### src/ubc_map.svh
// Register offsets, field positions and reset values of the break comparator.
// Assumes a 32-bit Avalon-MM slave with word addressing by byte offset.
`ifndef UBC_MAP_SVH
`define UBC_MAP_SVH

`define UBC_OFS_ADDR_HIGH 8'h00
`define UBC_OFS_ADDR_LOW 8'h04
`define UBC_OFS_MASK_HIGH 8'h08
`define UBC_OFS_MASK_LOW 8'h0c
`define UBC_OFS_COND_SEL 8'h10
`define UBC_OFS_IRQ_STATUS 8'h14
`define UBC_OFS_IRQ_CLEAR 8'h18
`define UBC_OFS_IRQ_ENABLE 8'h1c

`define UBC_RST_REG16 16'h0000
`define UBC_COND_MASK 16'h00ff
`define UBC_SRC_HI 7
`define UBC_SRC_LO 6
`define UBC_KIND_HI 5
`define UBC_KIND_LO 4
`define UBC_DIR_HI 3
`define UBC_DIR_LO 2
`define UBC_SIZE_HI 1
`define UBC_SIZE_LO 0
`define UBC_IRQ_BREAK_BIT 0

`endif

### src/ubc_pkg.sv
// Types shared by the break comparator.
// Assumes the register map header is included beside it.
package ubc_pkg;

	typedef enum logic [1:0] {
		UBC_SZ_ANY = 2'b00,
		UBC_SZ_BYTE = 2'b01,
		UBC_SZ_WORD = 2'b10,
		UBC_SZ_LONG = 2'b11
	} ubc_size_t;

	typedef enum logic [1:0] {
		UBC_BUS_IDLE = 2'b00,
		UBC_BUS_ANSWER = 2'b01
	} ubc_bus_state_t;

endpackage

### src/ubc_comparator.sv
// User break comparator: watches monitored bus cycles, raises an interrupt.
// Assumes one 40 MHz clock; monitored cycle inputs are synchronous strobes.
`timescale 1ns/1ps
`include "ubc_map.svh"

module ubc_comparator
	import ubc_pkg::*;
(
	// Clock and reset
	input wire logic core_clk_i,
	input wire logic reset_i,
	// Avalon-MM slave
	input wire logic [7:0] avs_address_i,
	input wire logic avs_read_i,
	input wire logic avs_write_i,
	input wire logic [31:0] avs_writedata_i,
	input wire logic [3:0] avs_byteenable_i,
	output logic [31:0] avs_readdata_o,
	output logic avs_waitrequest_o,
	// Monitored bus cycle
	input wire logic mon_valid_i,
	input wire logic [31:0] mon_address_i,
	input wire logic mon_is_dma_i,
	input wire logic mon_is_data_i,
	input wire logic mon_is_write_i,
	input wire logic [1:0] mon_size_i,
	// Interrupt
	output logic break_irq_o
);

	logic [15:0] addr_high_reg;
	logic [15:0] addr_low_reg;
	logic [15:0] mask_high_reg;
	logic [15:0] mask_low_reg;
	logic [15:0] cond_sel_reg;
	logic status_reg;
	logic enable_reg;
	logic [31:0] readdata_reg;
	ubc_bus_state_t bus_state_reg;
	ubc_bus_state_t bus_state_next;

	// Bus slave: one wait cycle, answer on the second edge
	wire req = avs_read_i | avs_write_i;
	wire taken = req & (bus_state_reg == UBC_BUS_ANSWER);
	wire wr_taken = taken & avs_write_i;
	wire lo_lanes = avs_byteenable_i[0] | avs_byteenable_i[1];
	wire [15:0] be_mask = {{8{avs_byteenable_i[1]}}, {8{avs_byteenable_i[0]}}};
	wire [15:0] wdata_lo = avs_writedata_i[15:0];
	wire wr_addr_high = wr_taken & (avs_address_i == `UBC_OFS_ADDR_HIGH);
	wire wr_addr_low = wr_taken & (avs_address_i == `UBC_OFS_ADDR_LOW);
	wire wr_mask_high = wr_taken & (avs_address_i == `UBC_OFS_MASK_HIGH);
	wire wr_mask_low = wr_taken & (avs_address_i == `UBC_OFS_MASK_LOW);
	wire wr_cond = wr_taken & (avs_address_i == `UBC_OFS_COND_SEL);
	wire wr_clear = wr_taken & (avs_address_i == `UBC_OFS_IRQ_CLEAR)
		& avs_byteenable_i[0];
	wire wr_enable = wr_taken & (avs_address_i == `UBC_OFS_IRQ_ENABLE)
		& avs_byteenable_i[0];

	assign avs_waitrequest_o = req & (bus_state_reg != UBC_BUS_ANSWER);

	always_comb begin
		unique case (bus_state_reg)
			UBC_BUS_IDLE: bus_state_next = req ? UBC_BUS_ANSWER : UBC_BUS_IDLE;
			UBC_BUS_ANSWER: bus_state_next = UBC_BUS_IDLE;
			default: bus_state_next = UBC_BUS_IDLE;
		endcase
	end

	always_ff @(posedge core_clk_i or posedge reset_i) begin
		if (reset_i) begin
			bus_state_reg <= UBC_BUS_IDLE;
		end else begin
			bus_state_reg <= bus_state_next;
		end
	end

	function automatic logic [15:0] merge(input logic [15:0] old_v,
		input logic [15:0] new_v, input logic [15:0] lanes);
		merge = (old_v & ~lanes) | (new_v & lanes);
	endfunction

	// Software registers, byte lanes honoured
	always_ff @(posedge core_clk_i or posedge reset_i) begin
		if (reset_i) begin
			addr_high_reg <= `UBC_RST_REG16;
			addr_low_reg <= `UBC_RST_REG16;
			mask_high_reg <= `UBC_RST_REG16;
			mask_low_reg <= `UBC_RST_REG16;
			cond_sel_reg <= `UBC_RST_REG16;
			enable_reg <= 1'b0;
		end else begin
			if (wr_addr_high & lo_lanes) begin
				addr_high_reg <= merge(addr_high_reg, wdata_lo, be_mask);
			end
			if (wr_addr_low & lo_lanes) begin
				addr_low_reg <= merge(addr_low_reg, wdata_lo, be_mask);
			end
			if (wr_mask_high & lo_lanes) begin
				mask_high_reg <= merge(mask_high_reg, wdata_lo, be_mask);
			end
			if (wr_mask_low & lo_lanes) begin
				mask_low_reg <= merge(mask_low_reg, wdata_lo, be_mask);
			end
			if (wr_cond & lo_lanes) begin
				// Upper byte is reserved and stays zero
				cond_sel_reg <= merge(cond_sel_reg, wdata_lo, be_mask)
					& `UBC_COND_MASK;
			end
			if (wr_enable) begin
				enable_reg <= avs_writedata_i[`UBC_IRQ_BREAK_BIT];
			end
		end
	end

	// Read mux; unmapped offsets answer zero
	logic [31:0] rd_mux;
	always_comb begin
		rd_mux = 32'h0000_0000;
		unique case (avs_address_i)
			`UBC_OFS_ADDR_HIGH: rd_mux = {16'h0000, addr_high_reg};
			`UBC_OFS_ADDR_LOW: rd_mux = {16'h0000, addr_low_reg};
			`UBC_OFS_MASK_HIGH: rd_mux = {16'h0000, mask_high_reg};
			`UBC_OFS_MASK_LOW: rd_mux = {16'h0000, mask_low_reg};
			`UBC_OFS_COND_SEL: rd_mux = {16'h0000, cond_sel_reg};
			`UBC_OFS_IRQ_STATUS: rd_mux = {31'h0000_0000, status_reg};
			`UBC_OFS_IRQ_ENABLE: rd_mux = {31'h0000_0000, enable_reg};
			default: rd_mux = 32'h0000_0000;
		endcase
	end

	always_ff @(posedge core_clk_i or posedge reset_i) begin
		if (reset_i) begin
			readdata_reg <= 32'h0000_0000;
		end else if (req & (bus_state_reg == UBC_BUS_IDLE) & avs_read_i) begin
			readdata_reg <= rd_mux;
		end
	end
	assign avs_readdata_o = readdata_reg;

	// Address compare, one generate loop with one iteration per bit
	wire [31:0] brk_addr = {addr_high_reg, addr_low_reg};
	wire [31:0] brk_mask = {mask_high_reg, mask_low_reg};
	wire [31:0] bit_ok;
	genvar gi;
	generate
		for (gi = 0; gi < 32; gi = gi + 1) begin : g_cmp
			assign bit_ok[gi] = brk_mask[gi] |
				(mon_address_i[gi] == brk_addr[gi]);
		end
	endgenerate
	wire addr_hit = &bit_ok;

	// Qualifiers; a 00 field in the first three disables the break
	wire [1:0] src_sel = cond_sel_reg[`UBC_SRC_HI:`UBC_SRC_LO];
	wire [1:0] kind_sel = cond_sel_reg[`UBC_KIND_HI:`UBC_KIND_LO];
	wire [1:0] dir_sel = cond_sel_reg[`UBC_DIR_HI:`UBC_DIR_LO];
	wire [1:0] size_sel = cond_sel_reg[`UBC_SIZE_HI:`UBC_SIZE_LO];
	wire src_ok = mon_is_dma_i ? src_sel[1] : src_sel[0];
	wire kind_ok = mon_is_data_i ? kind_sel[1] : kind_sel[0];
	wire dir_ok = mon_is_write_i ? dir_sel[1] : dir_sel[0];
	wire size_ok = (size_sel == UBC_SZ_ANY) | (size_sel == mon_size_i);
	wire break_hit = mon_valid_i & addr_hit & src_ok & kind_ok & dir_ok
		& size_ok;

	// Sticky status; a new hit wins over a clear in the same cycle
	always_ff @(posedge core_clk_i or posedge reset_i) begin
		if (reset_i) begin
			status_reg <= 1'b0;
		end else if (break_hit) begin
			status_reg <= 1'b1;
		end else if (wr_clear & avs_writedata_i[`UBC_IRQ_BREAK_BIT]) begin
			status_reg <= 1'b0;
		end
	end

	always_ff @(posedge core_clk_i or posedge reset_i) begin
		if (reset_i) begin
			break_irq_o <= 1'b0;
		end else begin
			break_irq_o <= status_reg & enable_reg;
		end
	end

	// Checks
	a_hit_sets_status: assert property (@(posedge core_clk_i)
		disable iff (reset_i)
		break_hit |=> status_reg)
		else $error("break hit did not set status");
	a_no_source_none: assert property (@(posedge core_clk_i)
		disable iff (reset_i)
		(src_sel == 2'b00) |-> !break_hit)
		else $error("hit with source select zero");
	a_no_kind_none: assert property (@(posedge core_clk_i)
		disable iff (reset_i)
		(kind_sel == 2'b00) |-> !break_hit)
		else $error("hit with access kind zero");
	a_no_dir_none: assert property (@(posedge core_clk_i)
		disable iff (reset_i)
		(dir_sel == 2'b00) |-> !break_hit)
		else $error("hit with direction zero");
	a_size_filter: assert property (@(posedge core_clk_i)
		disable iff (reset_i)
		break_hit && size_sel != 2'b00 |-> mon_size_i == size_sel)
		else $error("hit with wrong size");
	a_unmasked_equal: assert property (@(posedge core_clk_i)
		disable iff (reset_i)
		break_hit |-> ((mon_address_i ^ brk_addr) & ~brk_mask) == 32'h0000_0000)
		else $error("hit with unmasked address mismatch");
	a_addr_high_write: assert property (@(posedge core_clk_i)
		disable iff (reset_i)
		wr_addr_high && avs_byteenable_i[1:0] == 2'b11
		|=> addr_high_reg == $past(avs_writedata_i[15:0]))
		else $error("address high not written");
	a_addr_low_write: assert property (@(posedge core_clk_i)
		disable iff (reset_i)
		wr_addr_low && avs_byteenable_i[1:0] == 2'b11
		|=> addr_low_reg == $past(avs_writedata_i[15:0]))
		else $error("address low not written");
	a_mask_high_write: assert property (@(posedge core_clk_i)
		disable iff (reset_i)
		wr_mask_high && avs_byteenable_i[1:0] == 2'b11
		|=> mask_high_reg == $past(avs_writedata_i[15:0]))
		else $error("mask high not written");
	a_mask_low_write: assert property (@(posedge core_clk_i)
		disable iff (reset_i)
		wr_mask_low && avs_byteenable_i[1:0] == 2'b11
		|=> mask_low_reg == $past(avs_writedata_i[15:0]))
		else $error("mask low not written");
	a_irq_follows: assert property (@(posedge core_clk_i)
		disable iff (reset_i)
		status_reg && enable_reg |=> break_irq_o)
		else $error("interrupt not raised");

	// Bus handshake: exactly one wait cycle per request
	a_wait_first: assert property (@(posedge core_clk_i)
		disable iff (reset_i)
		(req && bus_state_reg == UBC_BUS_IDLE) |-> avs_waitrequest_o)
		else $error("no wait in first request cycle");
	a_wait_answer: assert property (@(posedge core_clk_i)
		disable iff (reset_i)
		(req && bus_state_reg == UBC_BUS_ANSWER) |-> !avs_waitrequest_o)
		else $error("wait held in answer cycle");
	a_wait_no_req: assert property (@(posedge core_clk_i)
		disable iff (reset_i)
		!req |-> !avs_waitrequest_o)
		else $error("wait raised without request");
	a_wait_then_answer: assert property (@(posedge core_clk_i)
		disable iff (reset_i)
		avs_waitrequest_o |=> bus_state_reg == UBC_BUS_ANSWER)
		else $error("wait cycle not followed by answer");
	a_answer_once: assert property (@(posedge core_clk_i)
		disable iff (reset_i)
		bus_state_reg == UBC_BUS_ANSWER |=> bus_state_reg == UBC_BUS_IDLE)
		else $error("answer state held too long");
	a_read_loaded: assert property (@(posedge core_clk_i)
		disable iff (reset_i)
		(avs_read_i && avs_waitrequest_o)
		|=> avs_readdata_o == $past(rd_mux))
		else $error("read data not loaded in wait cycle");
	a_read_upper_zero: assert property (@(posedge core_clk_i)
		disable iff (reset_i)
		avs_readdata_o[31:16] == 16'h0000)
		else $error("read data upper half not zero");

	// Register writes
	a_cond_reserved: assert property (@(posedge core_clk_i)
		disable iff (reset_i)
		cond_sel_reg[15:8] == 8'h00)
		else $error("condition upper byte not zero");
	a_cond_write: assert property (@(posedge core_clk_i)
		disable iff (reset_i)
		wr_cond && avs_byteenable_i[1:0] == 2'b11
		|=> cond_sel_reg == {8'h00, $past(avs_writedata_i[7:0])})
		else $error("condition select not written");
	a_lane_keep: assert property (@(posedge core_clk_i)
		disable iff (reset_i)
		wr_addr_high && avs_byteenable_i[1:0] == 2'b01
		|=> addr_high_reg[15:8] == $past(addr_high_reg[15:8]))
		else $error("disabled byte lane was written");
	a_unmapped_write: assert property (@(posedge core_clk_i)
		disable iff (reset_i)
		(wr_taken && avs_address_i > `UBC_OFS_IRQ_ENABLE)
		|=> $stable(brk_addr) && $stable(brk_mask)
			&& $stable(cond_sel_reg) && $stable(enable_reg))
		else $error("unmapped write changed a register");
	a_enable_write: assert property (@(posedge core_clk_i)
		disable iff (reset_i)
		wr_enable |=> enable_reg == $past(avs_writedata_i[0]))
		else $error("interrupt enable not written");
	a_status_read_only: assert property (@(posedge core_clk_i)
		disable iff (reset_i)
		(wr_taken && avs_address_i == `UBC_OFS_IRQ_STATUS && !break_hit)
		|=> status_reg == $past(status_reg))
		else $error("status changed by a write");

	// Sticky status and level interrupt
	a_clear_status: assert property (@(posedge core_clk_i)
		disable iff (reset_i)
		(wr_clear && avs_writedata_i[0] && !break_hit) |=> !status_reg)
		else $error("clear did not drop status");
	a_status_sticky: assert property (@(posedge core_clk_i)
		disable iff (reset_i)
		(status_reg && !wr_clear) |=> status_reg)
		else $error("status dropped without clear");
	a_status_quiet: assert property (@(posedge core_clk_i)
		disable iff (reset_i)
		(!status_reg && !break_hit) |=> !status_reg)
		else $error("status set without a hit");
	a_irq_needs_enable: assert property (@(posedge core_clk_i)
		disable iff (reset_i)
		!enable_reg |=> !break_irq_o)
		else $error("interrupt raised while disabled");
	a_irq_needs_status: assert property (@(posedge core_clk_i)
		disable iff (reset_i)
		!status_reg |=> !break_irq_o)
		else $error("interrupt raised without status");
	a_irq_level: assert property (@(posedge core_clk_i)
		disable iff (reset_i)
		break_irq_o |-> $past(status_reg) && $past(enable_reg))
		else $error("interrupt not backed by status and enable");

	// Qualifiers, source, kind and direction fields indexed by the cycle's own attribute
	a_source_match: assert property (@(posedge core_clk_i)
		disable iff (reset_i)
		break_hit |-> src_sel[mon_is_dma_i])
		else $error("hit from an unselected source");
	a_kind_match: assert property (@(posedge core_clk_i)
		disable iff (reset_i)
		break_hit |-> kind_sel[mon_is_data_i])
		else $error("hit from an unselected access kind");
	a_dir_match: assert property (@(posedge core_clk_i)
		disable iff (reset_i)
		break_hit |-> dir_sel[mon_is_write_i])
		else $error("hit from an unselected direction");
	a_full_match: assert property (@(posedge core_clk_i)
		disable iff (reset_i)
		(mon_valid_i
			&& ((mon_address_i ^ brk_addr) & ~brk_mask) == 32'h0000_0000
			&& src_sel[mon_is_dma_i] && kind_sel[mon_is_data_i]
			&& dir_sel[mon_is_write_i]
			&& (size_sel == 2'b00 || size_sel == mon_size_i))
		|=> status_reg)
		else $error("matching cycle did not set status");

	c_break_hit: cover property (@(posedge core_clk_i) disable iff (reset_i)
		break_hit);
	c_dma_hit: cover property (@(posedge core_clk_i) disable iff (reset_i)
		break_hit && mon_is_dma_i);
	c_irq_clear: cover property (@(posedge core_clk_i) disable iff (reset_i)
		break_irq_o ##1 wr_clear ##2 !break_irq_o);
	c_masked_hit: cover property (@(posedge core_clk_i) disable iff (reset_i)
		break_hit && brk_mask != 32'h0000_0000);
	c_set_over_clear: cover property (@(posedge core_clk_i)
		disable iff (reset_i) break_hit && wr_clear);

endmodule

### config.mk
export PLATFORM = sky130hd
export DESIGN_NAME = ubc_comparator
export DESIGN_NICKNAME = d
export VERILOG_FILES = /design/src/ubc_pkg.sv /design/src/ubc_comparator.sv
export VERILOG_INCLUDE_DIRS = /design/src
export SDC_FILE = /design/constraint.sdc
export NUM_CORES = 1
export LEC_CHECK = 0
export BUFFER_PORTS_ARGS = -buffer_cell sky130_fd_sc_hd__buf_2
export CAP_MARGIN = 20
export CORE_ASPECT_RATIO = 0.5
export CORE_MARGIN = 5
export CORE_UTILIZATION = 24
export DETAILED_ROUTE_END_ITERATION = 6
export RECOVER_POWER = 50
export SYNTH_ARGS = -nofsm -noshare
export SYNTH_HDL_FRONTEND = slang
export SYNTH_SLANG_ARGS = --single-unit
export TNS_END_PERCENT = 100
### constraint.sdc
create_clock -name core_clk_i -period 7.85 [get_ports core_clk_i]
set_clock_uncertainty 0.15 [all_clocks]
set_input_delay 1.57 -clock core_clk_i [delete_from_list [all_inputs] [get_ports core_clk_i]]
set_output_delay 1.57 -clock core_clk_i [all_outputs]
set_load 0.005 [all_outputs]
==> Yosys cells after proc, flatten, opt, wreduce, memory -nomap -nowiden <==
Cells that the tools add are included.
{ "op_classes": {"eq_ne": 42, "bitwise_logic": 73, "reduce_logical": 5, "mux": 8} }
{ "ops": {"columns": ["cell", "n"], "rows": [
  ["$pmux 16 s7", 1],
  ["$and 16x16->16", 5],
  ["$or 16x16->16", 4],
  ["$or 1x1->1", 35],
  ["$eq 1x1->1", 32],
  ["$eq 8x5->1 const B", 4],
  ["$reduce_and 32->1", 1],
  ["$and 1x1->1", 26],
  ["$eq 8x4->1 const B", 2],
  ["$not 16->16", 1],
  ["$and 8x8->8", 1],
  ["$eq 8x3->1 const B", 1],
  ["$logic_not 8->1", 1],
  ["$or 8x8->8", 1],
  ["$mux 1", 7],
  ["$logic_not 2->1", 2],
  ["$eq 2x1->1 const B", 1],
  ["$eq 2x2->1", 1],
  ["$ne 2x1->1 const B", 1],
  ["$reduce_bool 2->1", 1]
]} }
{ "word_totals": {"reg_bits": 109, "inputBits": 86, "elab_cells": 138, "out_inout_bits": 34} }

==> Depth between registers and ports, before layout <==
Gate-level depths: netlist of run 1.
{ "logic_depth": {"ltp_word": 9, "ltp_mapped": 6, "depth_no_buf": 5} }

==> Worst setup path before layout of run 1 <==
Ideal clock, no wire load.
{ "synth_timing": {"path_kind": "input-to-output", "start": "input port avs_write_i", "end": "output port avs_waitrequest_o", "n_path_buf": 0, "required_ps": 6130, "arrival_time_ps": 1717, "cell_stages": 2, "setup_slack_ps": 4413, "cell_sequence": "nor2_1 nor2_1"} }
{ "synth_via": {"elab_chain_len": 2} }
{ "synth_rtl": {"columns": ["element", "line", "source"], "rows": [
  ["from (decl)", "ubc_comparator.sv:15", "input wire logic avs_write_i,"],
  ["$or 1x1->1", "ubc_comparator.sv:43", "wire req = avs_read_i | avs_write_i;"],
  ["$and 1x1->1", "ubc_comparator.sv:59", "assign avs_waitrequest_o = req & (bus_state_reg != UBC_BUS_ANSWER);"],
  ["to (decl)", "ubc_comparator.sv:19", "output logic avs_waitrequest_o,"]
]} }
No other way between the ends.

==> Worst setup path in the final report of run 1 <==
Same ends and word-level chain as after synthesis.

==> run summary, run 1 <==
grt ovf = 0
vias in the first global route = 3383
nets@finish = 536
gp weighted congestion = 0.7792
Setup CP Type = in2out
DRT iter0 DRCs = 122
Clock Path Buffers = 2
initial core utilization = 0.2421
worst r2r src = bus_state_reg[0]
Post-CTS Setup Bufs = 0
pin count of the biggest net entering global routing = 64
I/O Buffers = 85
min-delay src = avs_readdata_o[2]
Worst-Skew Late Latency = 0.33 ns
CTS clock-pin slew for the worst setup and hold paths = 0.06 ns
Root Buffer Master = clkbuf_16
Worst EP required = 6.13 ns
CTS sink count = 92
Die X = 207.2 um
Initial DRT Pass Iterations = 4
static leakage = 2.626 nW
Seq/Total Area, Yosys = 0.4933
drt via density = 4.486
most frequent cells in the layout = dfrtp_1 (92), buf_2 (74), mux2_2 (67)
Tcrit/Tclk final = 0.4763
syn avg cell area = 12.79 um2
slowest stage delay, CP = 0.13 ns
row cnt = 36
crit-path cells = clkbuf_1, nor2_1, nor2_1, buf_2
WL final = 12160 um
post-route ant nets = 0
Worst Path Arrival = 2.02 ns
# setup viols final = 0
Synth Warn # = 0
CTS Buf Count = 9
global-route wire length before repair = 19140 um
CTS tree = built
H-tree level count = 3
Layout area overhead = 19.76%
Multi-input gate area = 2230 um2
Max Slew Vio Count = 0
cell count after synthesis = 365
Remaining DRCs = 0
maximum VDD drop = 0.07379 mV
Max Clk Rate = 0.2675 GHz
Total GRT Usage = 0.1090
Top cell by count, worst path = nor2_1
Yosys cell types = 37
max-cap check violation count = 0
unrepaired setup endpoints after global routing = no
pwr dens = 176.6 nW/um2
DPL Wire Length = 8948 um
hold_ws = 0.3284 ns
leading cell type in the layout, fill and taps excluded = dfrtp_1
Final Hold Vio Count = 0
initial antenna violation count = 1
Storage cell area = 2302 um2
crit-path max FO = 3
Resized cells post-CTS = 0
Worst Setup End Kind = output port
setup_tns = 0 ns
Die Ht = 108.6 um
fillcell total = 2040
CP Launch Point = avs_write_i
full die area = 22500 um2
num ports = 120
Hold Crit Class = reg2reg
FF+latch count, synth = 92
Vias = 3230
Worst slew margin = 0.08909
Mapped Area = 4667 um2
fin util = 0.2899
outcome = finished, final reports clean
total power = 987.2 uW
diodes inserted = 0
worst slew pin tran = 1.359 ns
Worst path slowest cell = clkbuf_1
WL/cell = 16.89 um
layout cell share with drive strength beyond 1 = 0.3943
CTS Hold Bufs = 0
startpoint types = primary input
minimum clock period = 3.739 ns
core area = 19280 um2
## power breakdown
group	total, mW	internal (mW)	switching, mW	leakage, nW
Sequential	0.486	0.480	0.00545	1.28
Combinational	0.0818	0.0336	0.0482	1.20
Clock	0.420	0.247	0.172	0.145
## layout make-up
type / instances / share of cell area
repair buffers: 86 / 0.07499
inverters: 4 / 0.002910
multi-input cells: 257 / 0.3989
clock inverters: 1 / 0.0008955
flip-flops and latches: 92 / 0.4119
well taps: 266 / 0.05955
clock buffers: 14 / 0.05082
## layer usage
metal | part of all wire | global-route usage
met1 | 0.42 | 0.1356
met2 | 0.52 | 0.1947
met3 | 0.040 | 0.01536
met4 | 0.022 | 0.04243
met5 | 0.0011 | 0
## cell families after synthesis
| group | after synthesis | synth area share |
|---|---|---|
| XOR/XNOR | 32 | 0.06005 |
| buffers and inverters | 31 | 0.04102 |
| multiplexers | 100 | 0.2625 |
| AND/OR/NAND/NOR | 55 | 0.06890 |
| flip-flops | 92 | 0.4933 |
| other | 1 | 0.0008035 |
| AO/OA/AOI/OAI | 54 | 0.07346 |
## cells in the mapped netlist, drive strengths merged
library cell / number / area (um2)
nor3: 3 / 31.28
and2: 3 / 18.77
a32oi: 1 / 8.760
a22oi: 1 / 7.510
nor4: 4 / 55.05
o22ai: 21 / 131.4
nor2: 15 / 56.30
or2b: 1 / 7.510
dfrtp: 92 / 2302
mux2i: 17 / 170.2
mux4: 8 / 180.2
a22o: 8 / 70.07
o21ai: 11 / 55.05
nor2b: 1 / 6.260
inv: 4 / 15.01
xnor2: 32 / 280.3
a211oi: 1 / 7.510
a32o: 1 / 10.01
conb: 1 / 3.750
nand4: 4 / 25.02
nand3: 7 / 35.03
clkbuf: 4 / 15.01
and3: 2 / 12.51
a21oi: 9 / 45.04
nand2b: 1 / 6.260
o31ai: 1 / 7.510
buf: 23 / 161.4
nand2: 13 / 56.30
or4: 1 / 11.26
mux2: 75 / 874.6
## worst paths after layout
check	endpoint	slack, ns	cells after the start
setup / recovery	avs_waitrequest_o	4.11	4
hold reg to reg	avs_readdata_o[2]	0.33	2
min in group asynchronous	bus_state_reg[0]	1.38	2
max in group asynchronous	async pin	4.76	3
setup reg to reg	avs_readdata_o[8]	5.57	3
hold / removal	avs_readdata_o[2]	0.33	2
## metrics by stage
| stage | std cells | setup slack (ns) | instance area (um2) |
|---|---|---|---|
| 2_1_floorplan | 380 | 3.738 | 4723 |
| 6_report | 720 | 4.111 | 5589 |
| 3_3_place_gp | 705 | 3.797 | 5314 |
| 4_1_cts | 720 | 4.123 | 5603 |
| 5_1_grt | 720 | 3.966 | 5589 |
| 3_5_place_dp | 705 | 3.772 | 5314 |
## worst max-delay path: cells and delay by family
family                 cells  cell delay, ns
buffers and inverters      2            0.26
and+or+nand+nor            2            0.18
Power figures use the tool's default switching activity.
==> run 2, diff against run 1 <==
ABC_AREA = 1   (was not set)
clock period = 3.7 ns   (was 7.85 ns; I/O delays follow)
==> run summary, run 2 <==
outcome = finished, final reports clean
minimum clock period = 2.337 ns
Die Ht = 115.5 um
Seq/Total Area, Yosys = 0.4311
diodes inserted = 0
Tcrit/Tclk final = 0.6316
DPL Wire Length = 11560 um
core area = 21780 um2
simple-gate share of the synthesized area = 0.3119
Top cell by count, worst path = nand2_1
Hold Crit Class = reg2reg
DP Area = 5976 um2
nets@finish = 858
Worst-Skew Late Latency = 0.34 ns
Int Power = 1.603 mW
initial antenna violation count = 2
startpoint types = primary input
maximum VDD drop = 0.1930 mV
Post-synth EDFFs = 0
DRT iter0 DRCs = 279
max-cap check violation count = 0
Vias = 4581
num ports = 120
Post-Synth Adder-Cell Area = 0
gp weighted congestion = 0.8476
Remaining DRCs = 0
post-route ant nets = 0
Final Non-Filler Cells = 1076
CTS Buf Count = 9
Worst slew margin = 0.3603
initial core utilization = 0.2452
Final Hold Vio Count = 0
grt ovf = 0
Final Cell Area = 6245 um2
Mapped Area = 5340 um2
row cnt = 38
Synth Warn # = 0
setup_tns = 0 ns
CTS Hold Bufs = 0
Post-CTS Setup Bufs = 0
Total GRT Usage = 0.1226
Synth Area in XOR/XNOR = 0
top cell type's share of synthesized area = 0.4311
Synth Area in Compound Gates = 0.1387
Die X = 221.0 um
CTS clock-pin slew for the worst setup and hold paths = 0.06 ns
unrepaired setup endpoints after global routing = no
Resized cells post-CTS = 0
Initial DRT Pass Iterations = 5
I/O Buffers = 85
CTS tree = built
largest family of logic cells by synthesized area = simple AND/OR/NAND/NOR gates
Logic pwr share = 0.093
H-tree level count = 3
Max Slew Vio Count = 0
pwr dens = 344.5 nW/um2
CTS sink count = 92
syn avg cell area = 7.739 um2
most frequent cells in the layout = nand2_1 (228), inv_1 (92), dfrtp_1 (92)
Max Clk Rate = 0.4279 GHz
Sw Ratio = 0.2547
Clock Path Buffers = 2
top_reg_cell synth = dfrtp_1
pin count of the biggest net entering global routing = 53
Yosys top cell by area = dfrtp_1
vias in the first global route = 4451
fin util = 0.2868
Layout area overhead = 16.94%
FF+latch count, synth = 92
# setup viols final = 0
placed cells = 1061
drt via density = 4.257
count leader, synth = nand2_1
crit-path max FO = 16
WL final = 15620 um
global-route wire length before repair = 24270 um
Synth area leaders = dfrtp_1 (43%), nand2_1 (16%), o21ai_2 (7.2%), inv_1 (6.5%), o21ai_1 (4.5%)
Clock power frac = 0.428
Psw = 547.8 uW
worst slew pin tran = 0.9560 ns
mux share of post-synthesis cell area = 0
cell count after synthesis = 690
WL/cell = 14.52 um
Synth top cells by count = nand2_1 (228), inv_1 (93), dfrtp_1 (92), o21ai_1 (48), nand3_1 (47)
crit-path cells = clkbuf_1, nand2_1, nor2_1, nand3_2, nand2_1, o21ai_1
static leakage = 3.247 nW
leading cell type in the layout, fill and taps excluded = nand2_1
Worst Setup End Kind = register
Yosys cell types = 28
slowest stage delay, CP = 0.75 ns
ys async rst share = 1.000
Flop pwr share = 0.478
layout cell share with drive strength beyond 1 = 0.2371
Root Buffer Master = clkbuf_16
Worst path slowest cell = nor2_1
Worst EP required = 3.77 ns
fillcell total = 2398
Worst Path Arrival = 2.41 ns
full die area = 25510 um2
Setup CP Type = in2reg
[run 2: cell count changes in the layout (fill, tap and decap cells not counted), sizes merged, moves of 8 or more]
cell / change
nand3: +44
xnor2: -32
mux4: -8
mux2i: -17
or2: +8
a22o: -8
o21ai: +97
mux2: -75
inv: +94
nor2: +19
nand2: +234
o22ai: -21
[run 2: path summary, 6_finish.rpt]
path                                   startpoint  slack [ns]  cells after the start           endpoint
worst max-delay path                  avs_write_i        1.36                      6           register
worst min-delay path            avs_readdata_o[4]        0.32                      2  avs_readdata_o[4]
worst max register to register   bus_state_reg[0]        1.53                      5           register
worst min register to register  avs_readdata_o[4]        0.32                      2  avs_readdata_o[4]
max in group asynchronous                 reset_i        2.36                      3          async pin
min in group asynchronous                 reset_i        0.36                      2          async pin
[run 2: cell type report]
type / count / area [um2] / share of cell area
clock buffer: 11 / 232.7 / 0.03727
clock inverter: 4 / 51.30 / 0.008215
inverter: 99 / 379.1 / 0.06071
multi-input combinational: 483 / 2459 / 0.3937
sequential: 92 / 2302 / 0.3687
tap: 300 / 375.4 / 0.06011
timing repair buffer: 87 / 445.4 / 0.07133
[run 2: worst max-delay path: cells and delay by family]
kind / cells / cell delay, ns
simple gates: 4 / 1.47
buf+inv: 1 / 0.12
compound gates: 1 / 0.07
[run 2: power by group through the flow]
stage	Combinational, mW	Sequential, mW	Clock (mW)
floorplan	0.126	1.05	0
global placement	0.201	1.05	0
detailed placement	0.206	1.05	0
CTS	0.207	1.03	0.938
global route	0.227	1.03	0.976
finish	0.201	1.03	0.921
[run 2: kinds of logic after synthesis]
family,after synthesis
compound gates,115
buf+inv,130
flops,92
other cells,1
simple gates,352
[run 2: layer usage]
layer / part of all wire / track usage
met1: 0.45 / 0.1539
met2: 0.50 / 0.2164
met3: 0.041 / 0.02480
met4: 0.014 / 0.03881
met5: 0.00090 / 0
[run 2: stage by stage]
stage / worst slack, ns / hold slack (ns) / power, mW
6_report: 1.363 / 0.3236 / 2.151
3_5_place_dp: 1.207 / 0.3098 / 1.254
3_3_place_gp: 1.220 / 0.3110 / 1.248
4_1_cts: 1.539 / 0.3283 / 2.173
2_1_floorplan: 0.4180 / 0.3023 / 1.172
5_1_grt: 1.186 / 0.3467 / 2.233
